$ cat src/rtl/bcs_map.svh
`ifndef BCS_MAP_SVH
`define BCS_MAP_SVH

// Register byte offsets, low address byte only.
`define BCS_OFS_CTRL    8'h00
`define BCS_OFS_THRESH  8'h04
`define BCS_OFS_INCFG   8'h08
`define BCS_OFS_LIVE    8'h0C
`define BCS_OFS_STATUS  8'h10
`define BCS_OFS_MASK    8'h14
`define BCS_OFS_BITCNT  8'h18
`define BCS_OFS_ERRCNT  8'h1C
`define BCS_OFS_ERR1CNT 8'h20
`define BCS_OFS_ERR0CNT 8'h24
`define BCS_OFS_ACCLEN  8'h28

// Reset values.
`define BCS_CTRL_RST    32'h0000_0005
`define BCS_LIMIT_RST   16'h0001
`define BCS_WINDOW_RST  16'h03E8
`define BCS_ACCLEN_RST  32'h000F_4240
`define BCS_PRBS_RST    15'h7FFF

// Field positions inside THRESH.
`define BCS_THR_LIMIT   15:0
`define BCS_THR_WINDOW  31:16

// Timing.
`define BCS_CLK_NS      50
`define BCS_MISS_NS     8000
`define BCS_MISS_CYC    ((`BCS_MISS_NS + `BCS_CLK_NS - 1) / `BCS_CLK_NS)
`define BCS_ACQ_BITS    4'hE
`define BCS_INS_GAP     8'hFF

`endif

$ cat src/rtl/bcs_pkg.sv
package bcs_pkg;

	typedef enum logic [1:0] {SYNC_ACQ, SYNC_LOCK, SYNC_LOST} bcs_sync_type;

	typedef struct packed {
		logic [23:0] rsv;
		logic        accStart;
		logic        realign;
		logic        errInsert;
		logic        detPatSel;
		logic        genPatSel;
		logic        trackGen;
		logic        invert;
		logic        autoSync;
	} bcs_ctrl_type;

	typedef struct packed {
		logic ampOff;
		logic errSeen;
		logic syncLoss;
		logic dataMiss;
		logic detClkMiss;
		logic genClkMiss;
	} bcs_flags_type;

	typedef struct packed {
		logic [7:0] term;
		logic [7:0] decThr;
		logic [7:0] range;
	} bcs_incfg_type;

	typedef struct packed {
		logic       s1;
		logic       s2;
		logic       s3;
		logic [7:0] cnt;
		logic       miss;
	} bcs_act_state_type;

	typedef struct packed {
		logic [14:0] sr;
	} bcs_prbs_state_type;

	typedef struct packed {
		bcs_ctrl_type  ctrl;
		logic [15:0]   errLimit;
		logic [15:0]   window;
		bcs_incfg_type inCfg;
		bcs_flags_type status;
		bcs_flags_type mask;
		logic [31:0]   bitCnt;
		logic [31:0]   errCnt;
		logic [31:0]   err1Cnt;
		logic [31:0]   err0Cnt;
		logic [31:0]   accLen;
		logic          accActive;
		bcs_sync_type  sync;
		logic [3:0]    acqCnt;
		logic [15:0]   winBits;
		logic [15:0]   winErrs;
		logic          ampOn;
		logic          errSeen;
		logic          genData;
		logic [7:0]    insCnt;
		logic          rng1;
		logic          rng2;
		logic          dpWrite;
		logic          rdWait;
		logic [7:0]    dpAddr;
		logic [31:0]   rdata;
	} bcs_state_type;

endpackage : bcs_pkg

$ cat src/rtl/bcs_activity.sv
`timescale 1ns/1ns
`include "bcs_map.svh"

module bcs_activity (
	// Clock and reset
	input  wire logic clk,
	input  wire logic rst,
	// Pin from outside the clock domain
	input  wire logic pin,
	// Synchronised view
	output logic      level,
	output logic      rise,
	output logic      missing
);

	bcs_pkg::bcs_act_state_type r_r;
	bcs_pkg::bcs_act_state_type r_nxt;
	logic                       toggle;

	assign toggle  = r_r.s2 ^ r_r.s3;
	assign level   = r_r.s2;
	assign rise    = r_r.s2 & ~r_r.s3;
	assign missing = r_r.miss;

	always_comb begin
		r_nxt    = r_r;
		r_nxt.s1 = pin;
		r_nxt.s2 = r_r.s1;
		r_nxt.s3 = r_r.s2;
		if (toggle) begin // see [RULE1] [RULE2] [RULE3]
			r_nxt.cnt  = 8'h00;
			r_nxt.miss = 1'b0;
		end else if (r_r.cnt == 8'(`BCS_MISS_CYC - 1)) begin
			r_nxt.miss = 1'b1;
		end else begin
			r_nxt.cnt = r_r.cnt + 8'h01;
		end
	end

	// Nothing has been seen at reset, so the input counts as missing.
	always_ff @(posedge clk or posedge rst) begin
		if (rst) begin
			r_r      <= '0;
			r_r.miss <= 1'b1;
		end else begin
			r_r <= r_nxt;
		end
	end
endmodule : bcs_activity

$ cat src/rtl/bcs_ber_checker_status.sv
// Notes on behaviour
// [RULE1] Generator clock missing flag rises when no generator clock edges arrive.
// [RULE2] Detector clock missing flag rises when no detector clock edges arrive.
// [RULE3] Input signal missing flag rises when detector data stops toggling.
// [RULE4] Alignment lost flag rises when window errors exceed the programmed threshold.
// [RULE5] Error flag rises whenever a received bit differs from the reference.
// [RULE6] Input amplifier is disconnected when the input is out of range.
// [RULE7] Writing new input settings reconnects the input amplifier.
// [RULE8] A still out-of-range input disconnects the amplifier again at once.
// [RULE9] Automatic mode reseeds the reference repeatedly while alignment is lost.
// [RULE10] Threshold defaults to one error in a thousand bits, programmable.
// [RULE11] Invert setting compares against the complemented reference pattern.
// [RULE12] Reference pattern follows the generator's or is chosen independently.
// [RULE13] Generator injects periodic bit errors while insertion is enabled.
// [RULE14] A realign command restarts alignment of the reference on demand.
// [RULE15] Manual mode never realigns unless the realign command is given.
// [RULE16] Manual mode keeps reporting loss and counting errors through accumulation.
// [RULE17] Compared bits, errors, errored ones and errored zeros are accumulated.
//
// Chosen here: the AHB-Lite register port and the register offsets.
`timescale 1ns/1ns
`include "bcs_map.svh"

module bcs_ber_checker_status (
	// Clock and reset
	input  wire logic                clk,
	input  wire logic                rst,
	// AHB-Lite slave
	input  wire logic                hsel,
	input  wire logic [31:0]         haddr,
	input  wire logic [1:0]          htrans,
	input  wire logic                hwrite,
	input  wire logic [2:0]          hsize,
	input  wire logic [31:0]         hwdata,
	input  wire logic                hready,
	output logic      [31:0]         hrdata,
	output logic                     hreadyout,
	output logic                     hresp,
	// Link pins
	input  wire logic                genClkPin,
	input  wire logic                detClkPin,
	input  wire logic                detDataPin,
	input  wire logic                inRangeBad,
	output logic                     genDataOut,
	// Input stage control
	output logic                     ampEnable,
	output bcs_pkg::bcs_incfg_type   inCfg,
	// Indicators
	output bcs_pkg::bcs_flags_type   flags,
	output logic                     irq
);

	bcs_pkg::bcs_state_type r_r;
	bcs_pkg::bcs_state_type r_nxt;

	logic                   genLevel;
	logic                   genRise;
	logic                   genMiss;
	logic                   detRise;
	logic                   detMiss;
	logic                   dataLevel;
	logic                   dataMiss;
	logic                   genPred;
	logic                   refPred;
	logic                   refSel;
	logic                   addrPhase;
	logic                   wrCfg;
	logic                   cmpNow;
	logic                   rxBit;
	logic                   mism;
	logic [15:0]            errSum;
	logic                   lossHit;
	logic                   winEnd;
	logic                   rngBad;
	logic [31:0]            liveWord;
	bcs_pkg::bcs_flags_type live;

	bcs_activity u_genAct (
		.clk     (clk),
		.rst     (rst),
		.pin     (genClkPin),
		.level   (genLevel),
		.rise    (genRise),
		.missing (genMiss)
	);

	bcs_activity u_detAct (
		.clk     (clk),
		.rst     (rst),
		.pin     (detClkPin),
		.level   (),
		.rise    (detRise),
		.missing (detMiss)
	);

	bcs_activity u_dataAct (
		.clk     (clk),
		.rst     (rst),
		.pin     (detDataPin),
		.level   (dataLevel),
		.rise    (),
		.missing (dataMiss)
	);

	bcs_prbs u_genPrbs (
		.clk   (clk),
		.rst   (rst),
		.step  (genRise),
		.useIn (1'b0),
		.inBit (1'b0),
		.sel   (r_r.ctrl.genPatSel),
		.pred  (genPred)
	);

	bcs_prbs u_refPrbs (
		.clk   (clk),
		.rst   (rst),
		.step  (detRise),
		.useIn (r_r.sync == bcs_pkg::SYNC_ACQ),
		.inBit (rxBit),
		.sel   (refSel),
		.pred  (refPred)
	);

	assign refSel    = r_r.ctrl.trackGen ? r_r.ctrl.genPatSel : r_r.ctrl.detPatSel; // see [RULE12]
	assign addrPhase = hsel && htrans[1] && hready;
	assign wrCfg     = r_r.dpWrite && (r_r.dpAddr == `BCS_OFS_INCFG);
	assign rngBad    = r_r.rng2;

	// Data is sampled by the same synchroniser depth as the clock it is judged against.
	assign rxBit   = dataLevel ^ r_r.ctrl.invert; // see [RULE11]
	assign cmpNow  = detRise && (r_r.sync != bcs_pkg::SYNC_ACQ);
	assign mism    = cmpNow && (rxBit != refPred); // see [RULE5]
	assign errSum  = r_r.winErrs + {15'h0000, mism};
	assign lossHit = cmpNow && (errSum > r_r.errLimit); // see [RULE4]
	assign winEnd  = cmpNow && ((r_r.winBits + 16'h0001) >= r_r.window);

	always_comb begin
		live            = '0;
		live.genClkMiss = genMiss;
		live.detClkMiss = detMiss;
		live.dataMiss   = dataMiss;
		live.syncLoss   = (r_r.sync != bcs_pkg::SYNC_LOCK);
		live.errSeen    = r_r.errSeen;
		live.ampOff     = !r_r.ampOn;
	end

	assign liveWord  = {22'h000000, r_r.sync, r_r.accActive, r_r.ampOn, live};
	assign flags     = live;
	assign irq       = |(r_r.status & r_r.mask);
	assign hrdata    = r_r.rdata;
	assign hreadyout = !r_r.rdWait;
	assign hresp     = 1'b0;
	assign ampEnable = r_r.ampOn;
	assign inCfg     = r_r.inCfg;
	assign genDataOut = r_r.genData;

	always_comb begin
		r_nxt               = r_r;
		r_nxt.ctrl.realign  = 1'b0;
		r_nxt.ctrl.accStart = 1'b0;

		// Bus: writes land one cycle after the address; reads take one wait state.
		r_nxt.dpWrite = addrPhase && hwrite;
		r_nxt.rdWait  = addrPhase && !hwrite;
		if (addrPhase) begin
			r_nxt.dpAddr = haddr[7:0];
		end
		if (r_r.rdWait) begin
			case (r_r.dpAddr)
				`BCS_OFS_CTRL:    r_nxt.rdata = {24'h000000, r_r.ctrl[7:0] & 8'h3F};
				`BCS_OFS_THRESH:  r_nxt.rdata = {r_r.window, r_r.errLimit};
				`BCS_OFS_INCFG:   r_nxt.rdata = {8'h00, r_r.inCfg};
				`BCS_OFS_LIVE:    r_nxt.rdata = liveWord;
				`BCS_OFS_STATUS:  r_nxt.rdata = {26'h0000000, r_r.status};
				`BCS_OFS_MASK:    r_nxt.rdata = {26'h0000000, r_r.mask};
				`BCS_OFS_BITCNT:  r_nxt.rdata = r_r.bitCnt;
				`BCS_OFS_ERRCNT:  r_nxt.rdata = r_r.errCnt;
				`BCS_OFS_ERR1CNT: r_nxt.rdata = r_r.err1Cnt;
				`BCS_OFS_ERR0CNT: r_nxt.rdata = r_r.err0Cnt;
				`BCS_OFS_ACCLEN:  r_nxt.rdata = r_r.accLen;
				default:          r_nxt.rdata = 32'h0000_0000;
			endcase
		end

		// Status bits follow the live flags; a set in the clearing cycle wins.
		r_nxt.status = r_r.status | live;
		if (r_r.dpWrite) begin
			case (r_r.dpAddr)
				`BCS_OFS_CTRL: begin
					r_nxt.ctrl     = bcs_pkg::bcs_ctrl_type'(hwdata);
					r_nxt.ctrl.rsv = 24'h000000;
				end
				`BCS_OFS_THRESH: begin
					r_nxt.errLimit = hwdata[`BCS_THR_LIMIT]; // see [RULE10]
					r_nxt.window   = hwdata[`BCS_THR_WINDOW];
				end
				`BCS_OFS_INCFG:  r_nxt.inCfg = bcs_pkg::bcs_incfg_type'(hwdata[23:0]);
				`BCS_OFS_STATUS: r_nxt.status = (r_r.status & ~hwdata[5:0]) | live;
				`BCS_OFS_MASK:   r_nxt.mask = bcs_pkg::bcs_flags_type'(hwdata[5:0]);
				`BCS_OFS_ACCLEN: r_nxt.accLen = hwdata;
				default: begin
				end
			endcase
		end

		// Input amplifier protection. The range comparator is only trusted once resynchronised.
		r_nxt.rng1 = inRangeBad;
		r_nxt.rng2 = r_r.rng1;
		if (wrCfg) begin
			r_nxt.ampOn = 1'b1; // see [RULE7]
		end else if (rngBad) begin
			r_nxt.ampOn = 1'b0; // see [RULE6] [RULE8]
		end

		// Generator with periodic error insertion.
		if (genRise) begin
			r_nxt.insCnt  = r_r.insCnt + 8'h01;
			r_nxt.genData = genPred ^ (r_r.ctrl.errInsert && r_r.insCnt == `BCS_INS_GAP); // see [RULE13]
		end

		// Consecutive fixed error windows, restarted at each window end, for alignment judgement.
		if (cmpNow) begin
			r_nxt.errSeen = mism;
			if (winEnd) begin
				r_nxt.winBits = 16'h0000;
				r_nxt.winErrs = 16'h0000;
			end else begin
				r_nxt.winBits = r_r.winBits + 16'h0001;
				r_nxt.winErrs = errSum;
			end
		end

		unique case (r_r.sync)
			bcs_pkg::SYNC_ACQ: begin
				if (detRise) begin
					r_nxt.acqCnt = r_r.acqCnt + 4'h1;
					if (r_r.acqCnt == `BCS_ACQ_BITS) begin
						r_nxt.sync    = bcs_pkg::SYNC_LOCK;
						r_nxt.winBits = 16'h0000;
						r_nxt.winErrs = 16'h0000;
					end
				end
			end
			bcs_pkg::SYNC_LOCK: begin
				if (lossHit) begin
					r_nxt.sync = bcs_pkg::SYNC_LOST; // see [RULE4]
				end
			end
			bcs_pkg::SYNC_LOST: begin
				// Manual mode stays here and keeps counting. // see [RULE15] [RULE16]
				if (r_r.ctrl.autoSync) begin
					r_nxt.sync   = bcs_pkg::SYNC_ACQ; // see [RULE9]
					r_nxt.acqCnt = 4'h0;
				end
			end
		endcase
		if (r_r.ctrl.realign) begin
			r_nxt.sync   = bcs_pkg::SYNC_ACQ; // see [RULE14]
			r_nxt.acqCnt = 4'h0;
		end

		// Accumulation stops by itself after the programmed number of compared bits.
		if (r_r.ctrl.accStart) begin
			r_nxt.bitCnt    = 32'h0000_0000;
			r_nxt.errCnt    = 32'h0000_0000;
			r_nxt.err1Cnt   = 32'h0000_0000;
			r_nxt.err0Cnt   = 32'h0000_0000;
			r_nxt.accActive = 1'b1;
		end else if (r_r.accActive && cmpNow) begin
			r_nxt.bitCnt  = r_r.bitCnt + 32'h0000_0001; // see [RULE17]
			r_nxt.errCnt  = r_r.errCnt + {31'h00000000, mism};
			r_nxt.err1Cnt = r_r.err1Cnt + {31'h00000000, mism & refPred};
			r_nxt.err0Cnt = r_r.err0Cnt + {31'h00000000, mism & ~refPred};
			if ((r_r.bitCnt + 32'h0000_0001) >= r_r.accLen) begin
				r_nxt.accActive = 1'b0;
			end
		end
	end

	always_ff @(posedge clk or posedge rst) begin
		if (rst) begin
			r_r          <= '0;
			r_r.ctrl     <= `BCS_CTRL_RST;
			r_r.errLimit <= `BCS_LIMIT_RST; // see [RULE10]
			r_r.window   <= `BCS_WINDOW_RST;
			r_r.accLen   <= `BCS_ACCLEN_RST;
			r_r.ampOn    <= 1'b1;
			r_r.sync     <= bcs_pkg::SYNC_ACQ;
		end else begin
			r_r <= r_nxt;
		end
	end
endmodule : bcs_ber_checker_status

$ cat src/rtl/bcs_prbs.sv
`timescale 1ns/1ns
`include "bcs_map.svh"

module bcs_prbs (
	// Clock and reset
	input  wire logic clk,
	input  wire logic rst,
	// Control
	input  wire logic step,
	input  wire logic useIn,
	input  wire logic inBit,
	input  wire logic sel,
	// Next bit the pattern predicts
	output logic      pred
);

	bcs_pkg::bcs_prbs_state_type r_r;
	bcs_pkg::bcs_prbs_state_type r_nxt;

	// Long pattern taps 15 and 14, short pattern taps 7 and 6.
	function automatic logic feedback(input logic [14:0] s, input logic longSel);
		feedback = longSel ? (s[14] ^ s[13]) : (s[6] ^ s[5]);
	endfunction : feedback

	assign pred = feedback(r_r.sr, sel);

	// Seeding from the received stream moves the reference to where the data is.
	always_comb begin
		r_nxt = r_r;
		if (step) begin
			r_nxt.sr = {r_r.sr[13:0], useIn ? inBit : feedback(r_r.sr, sel)};
		end
	end

	always_ff @(posedge clk or posedge rst) begin
		if (rst) begin
			r_r.sr <= `BCS_PRBS_RST;
		end else begin
			r_r <= r_nxt;
		end
	end

endmodule : bcs_prbs

$ cat config.mk
export PLATFORM = sky130hd
export DESIGN_NAME = bcs_ber_checker_status
export DESIGN_NICKNAME = d
export VERILOG_FILES = /design/src/rtl/bcs_pkg.sv /design/src/rtl/bcs_activity.sv /design/src/rtl/bcs_ber_checker_status.sv /design/src/rtl/bcs_prbs.sv
export VERILOG_INCLUDE_DIRS = /design/src /design/src/rtl
export SDC_FILE = /design/constraint.sdc
export NUM_CORES = 1
export LEC_CHECK = 0
export BUFFER_PORTS_ARGS = -buffer_cell sky130_fd_sc_hd__clkbuf_2
export CAP_MARGIN = 20
export CORE_MARGIN = 2
export CORE_UTILIZATION = 60
export DETAILED_ROUTE_END_ITERATION = 8
export GPL_ROUTABILITY_DRIVEN = 1
export PLACE_DENSITY = 0.79
export REMOVE_ABC_BUFFERS = 1
export SLEW_MARGIN = 20
export SYNTH_ARGS = -nofsm -noshare
export SYNTH_HDL_FRONTEND = slang
export SYNTH_HIERARCHICAL = 1
export SYNTH_SLANG_ARGS = --single-unit
$ cat constraint.sdc
create_clock -name clk -period 13.55 [get_ports clk]
set_clock_uncertainty 0.2 [all_clocks]
set_input_delay 1.355 -clock clk [delete_from_list [all_inputs] [get_ports clk]]
set_output_delay 1.355 -clock clk [all_outputs]
set_load 0.005 [all_outputs]
==> run metrics <==
Routed WL=56,600 um; Worst-Skew Late Latency=0.55 ns; TritonRoute pass-1 iters=9; DRC Markers=2; fin cells=2,624; Area growth, synth to finish=8.83%; CTS tree=built; Synth area leader=dfrtp_1; fin worst setup slack=8.55 ns; Syn Inst Count=2,105; dpl cell area=22,100 sq um; P_leak=10.8 nW; final weighted congestion of routability-driven global placement=0.922; CP Class=register to register; Ant. Diodes=0; share of cells above drive strength 1=0.208; post-route cell area=23,500 sq um; CP Capture Type=register; clk sinks=396; NetSw=728 uW; count of final hold-check violations=0; Flop pwr share=0.485; Inserted Clock Buffers=42; # rows=69; hold_ws=0.148 ns; fillers=2,761; clock root cell=clkbuf_16; slew margin rel.=0.356; worst-margin pin slew=0.965 ns; switching share of power=0.252; combinational cell fraction of total power=0.103; vias=16,652; TNS Setup=0 ns; antenna viol nets, final=0; die area=37,600 sq um; pin count of the biggest net entering global routing=122; critical path cell sequence=inv_1 > ha_1 > nand2b_1 > nor2_1 > ha_1 > nand2_1 > nor4_1 > and3_1 > nor2b_1 > or2_2 > ha_1 > a21oi_1 > o21a_1 > a21oi_1 > o211ai_1 > a22oi_1 > mux2i_1; failing checks=DRC; min Tclk post-route=5.00 ns; Warnings, synthesis=6; initial antenna violation count=0; Worst path top cell family by delay=simple AND/OR/NAND/NOR gates; PwrDens=123 nW/um^2; Avg Cell Area, Syn=10.3 sq um; Hold Path Class=register to register; Setup Slack @ Placement=8.65 ns; GRT Residual Overflow=0; DR WL/cell=21.6 um; Max-Cap Viols=0; outcome=complete, but fails checks; ys async rst share=1.00; worst-path maximum fanout=15; Critical Path AT=5.27 ns; first-pass GRT wire length=89,900 um; vias in the first global route=16,449; total power=2.89 mW; most used cell, CP=ha_1; top post-synthesis cells by area=dfrtp_1 (40%), mux2_2 (7.3%), dfstp_2 (6.1%); Max clock buf depth=3; WP buf/inv=1; Placed Instances=2,547; ys flop type=dfrtp_1; Synth Register Bits=396; Die Width=194 um; # setup viols final=0; Die Y=194 um; DPL Wire Length=40,300 um; Internal Power=2.16 mW; sequential element share of the synthesized area=0.461; area of the mapped netlist=21,600 sq um; nets@finish=2,294; CTS resizes=0; Worst setup SP type=register; Post-CTS Setup Repair Bufs=0; final worst-path cycle share=0.369; hold bufs inserted after CTS=0; Peak Freq=200 MHz; DR vias/cell=6.35; count leader, synth=dfrtp_1; clk slew on worst S/H paths=0.06 ns; Commonest cells post-synth=dfrtp_1 (346), nor2_1 (217), nand2_1 (147); max-slew violations=0; Max stage delay on crit path=0.58 ns; Starting Density=0.609; VDD IR max=0.000120 V; DRC violation total after the first TritonRoute iteration=1,756; Post-synth EDFFs=0; Core Box Area=35,500 sq um; Req. time, crit path=13.82 ns; CP max stage cell=nor4_1; top-area cell type share of the netlist area=0.401; Clk pwr share=0.412; Buffers on Ports=115; Max H-tree Level=2; post-layout util=0.663; Tot GR Track Use=0.301; unrepaired setup endpoints after global routing=false; I/O Pins=145; library cells used by synthesis=81
==> kinds of logic after synthesis <==
logic type      synth area share
buf+inv                   0.0595
compound gates             0.115
flops                      0.461
xor+xnor                  0.0778
other cells             0.000173
fa+ha+maj                 0.0498
mux                       0.0818
simple gates               0.155
==> path summary, 6_finish.rpt <==
path / from / endpoint / slack (ns) / cells after the start
setup / recovery: liveWord[9] / liveWord[8] / 8.55 / 17
hold / removal: u_detAct/r_nxt[10] / u_detAct/level / 0.15 / 0
setup reg to reg: liveWord[9] / liveWord[8] / 8.55 / 17
hold reg to reg: u_detAct/r_nxt[10] / u_detAct/level / 0.15 / 0
max in group asynchronous: rst / hrdata[26] / 10.07 / 4
min in group asynchronous: rst / u_genAct/r_r[2] / 0.81 / 2
==> final cells by class <==
cell class | instances | area (sq um) | area share
sequential | 396 | 9980 | 0.424
clock buffer | 62 | 1240 | 0.0526
timing repair buffer | 139 | 759 | 0.0323
clock inverter | 15 | 189 | 0.00803
inverter | 101 | 387 | 0.0164
multi-input combinational | 1450 | 10400 | 0.442
tap | 461 | 577 | 0.0245
==> power groups by stage <==
stage,Sequential [mW],Combinational [mW],Clock [mW]
floorplan,1.39,0.189,0
global placement,1.41,0.283,0
detailed placement,1.42,0.296,0
CTS,1.40,0.300,1.20
global route,1.41,0.330,1.26
finish,1.40,0.298,1.19
==> layout by cell type (no fill, tap or decap), drive strengths merged, types with 15 or more instances in the layout <==
cell type | netlist | final
or3 | 24 | 24
nand2 | 147 | 147
ha | 86 | 86
nand4 | 51 | 51
mux2 | 141 | 141
o21a | 16 | 16
nor3 | 28 | 28
nand3 | 76 | 76
xnor2 | 86 | 86
mux2i | 18 | 18
inv | 101 | 103
o2111ai | 15 | 15
buf | 99 | 24
clkbuf | 62 | 177
dfstp | 50 | 50
a31oi | 34 | 34
a21oi | 58 | 58
xor2 | 106 | 106
nor2 | 222 | 222
and4 | 19 | 19
o21ai | 60 | 60
a222oi | 37 | 37
and3 | 27 | 27
a22oi | 37 | 37
a21o | 15 | 15
dfrtp | 346 | 346
==> per-layer routing <==
metal,share of wire,up-vias,global-route usage
met5,0,-,0
met3,0.079,165,0.0492
li1,-,7460,-
met4,0.056,0,0.150
met2,0.46,774,0.480
met1,0.40,8253,0.402
==> flip-flops by register name, summed over array words and instances, names as in the netlist, 3 cells and up <==
name	cells
u_refPrbs/r_r	15
u_detAct/r_r	9
liveWord	3
inCfg	24
u_dataAct/r_r	9
u_genPrbs/r_r	15
u_genAct/r_r	9
hrdata	32
r_r	266
No activity file was read; power rests on OpenSTA's default activity.
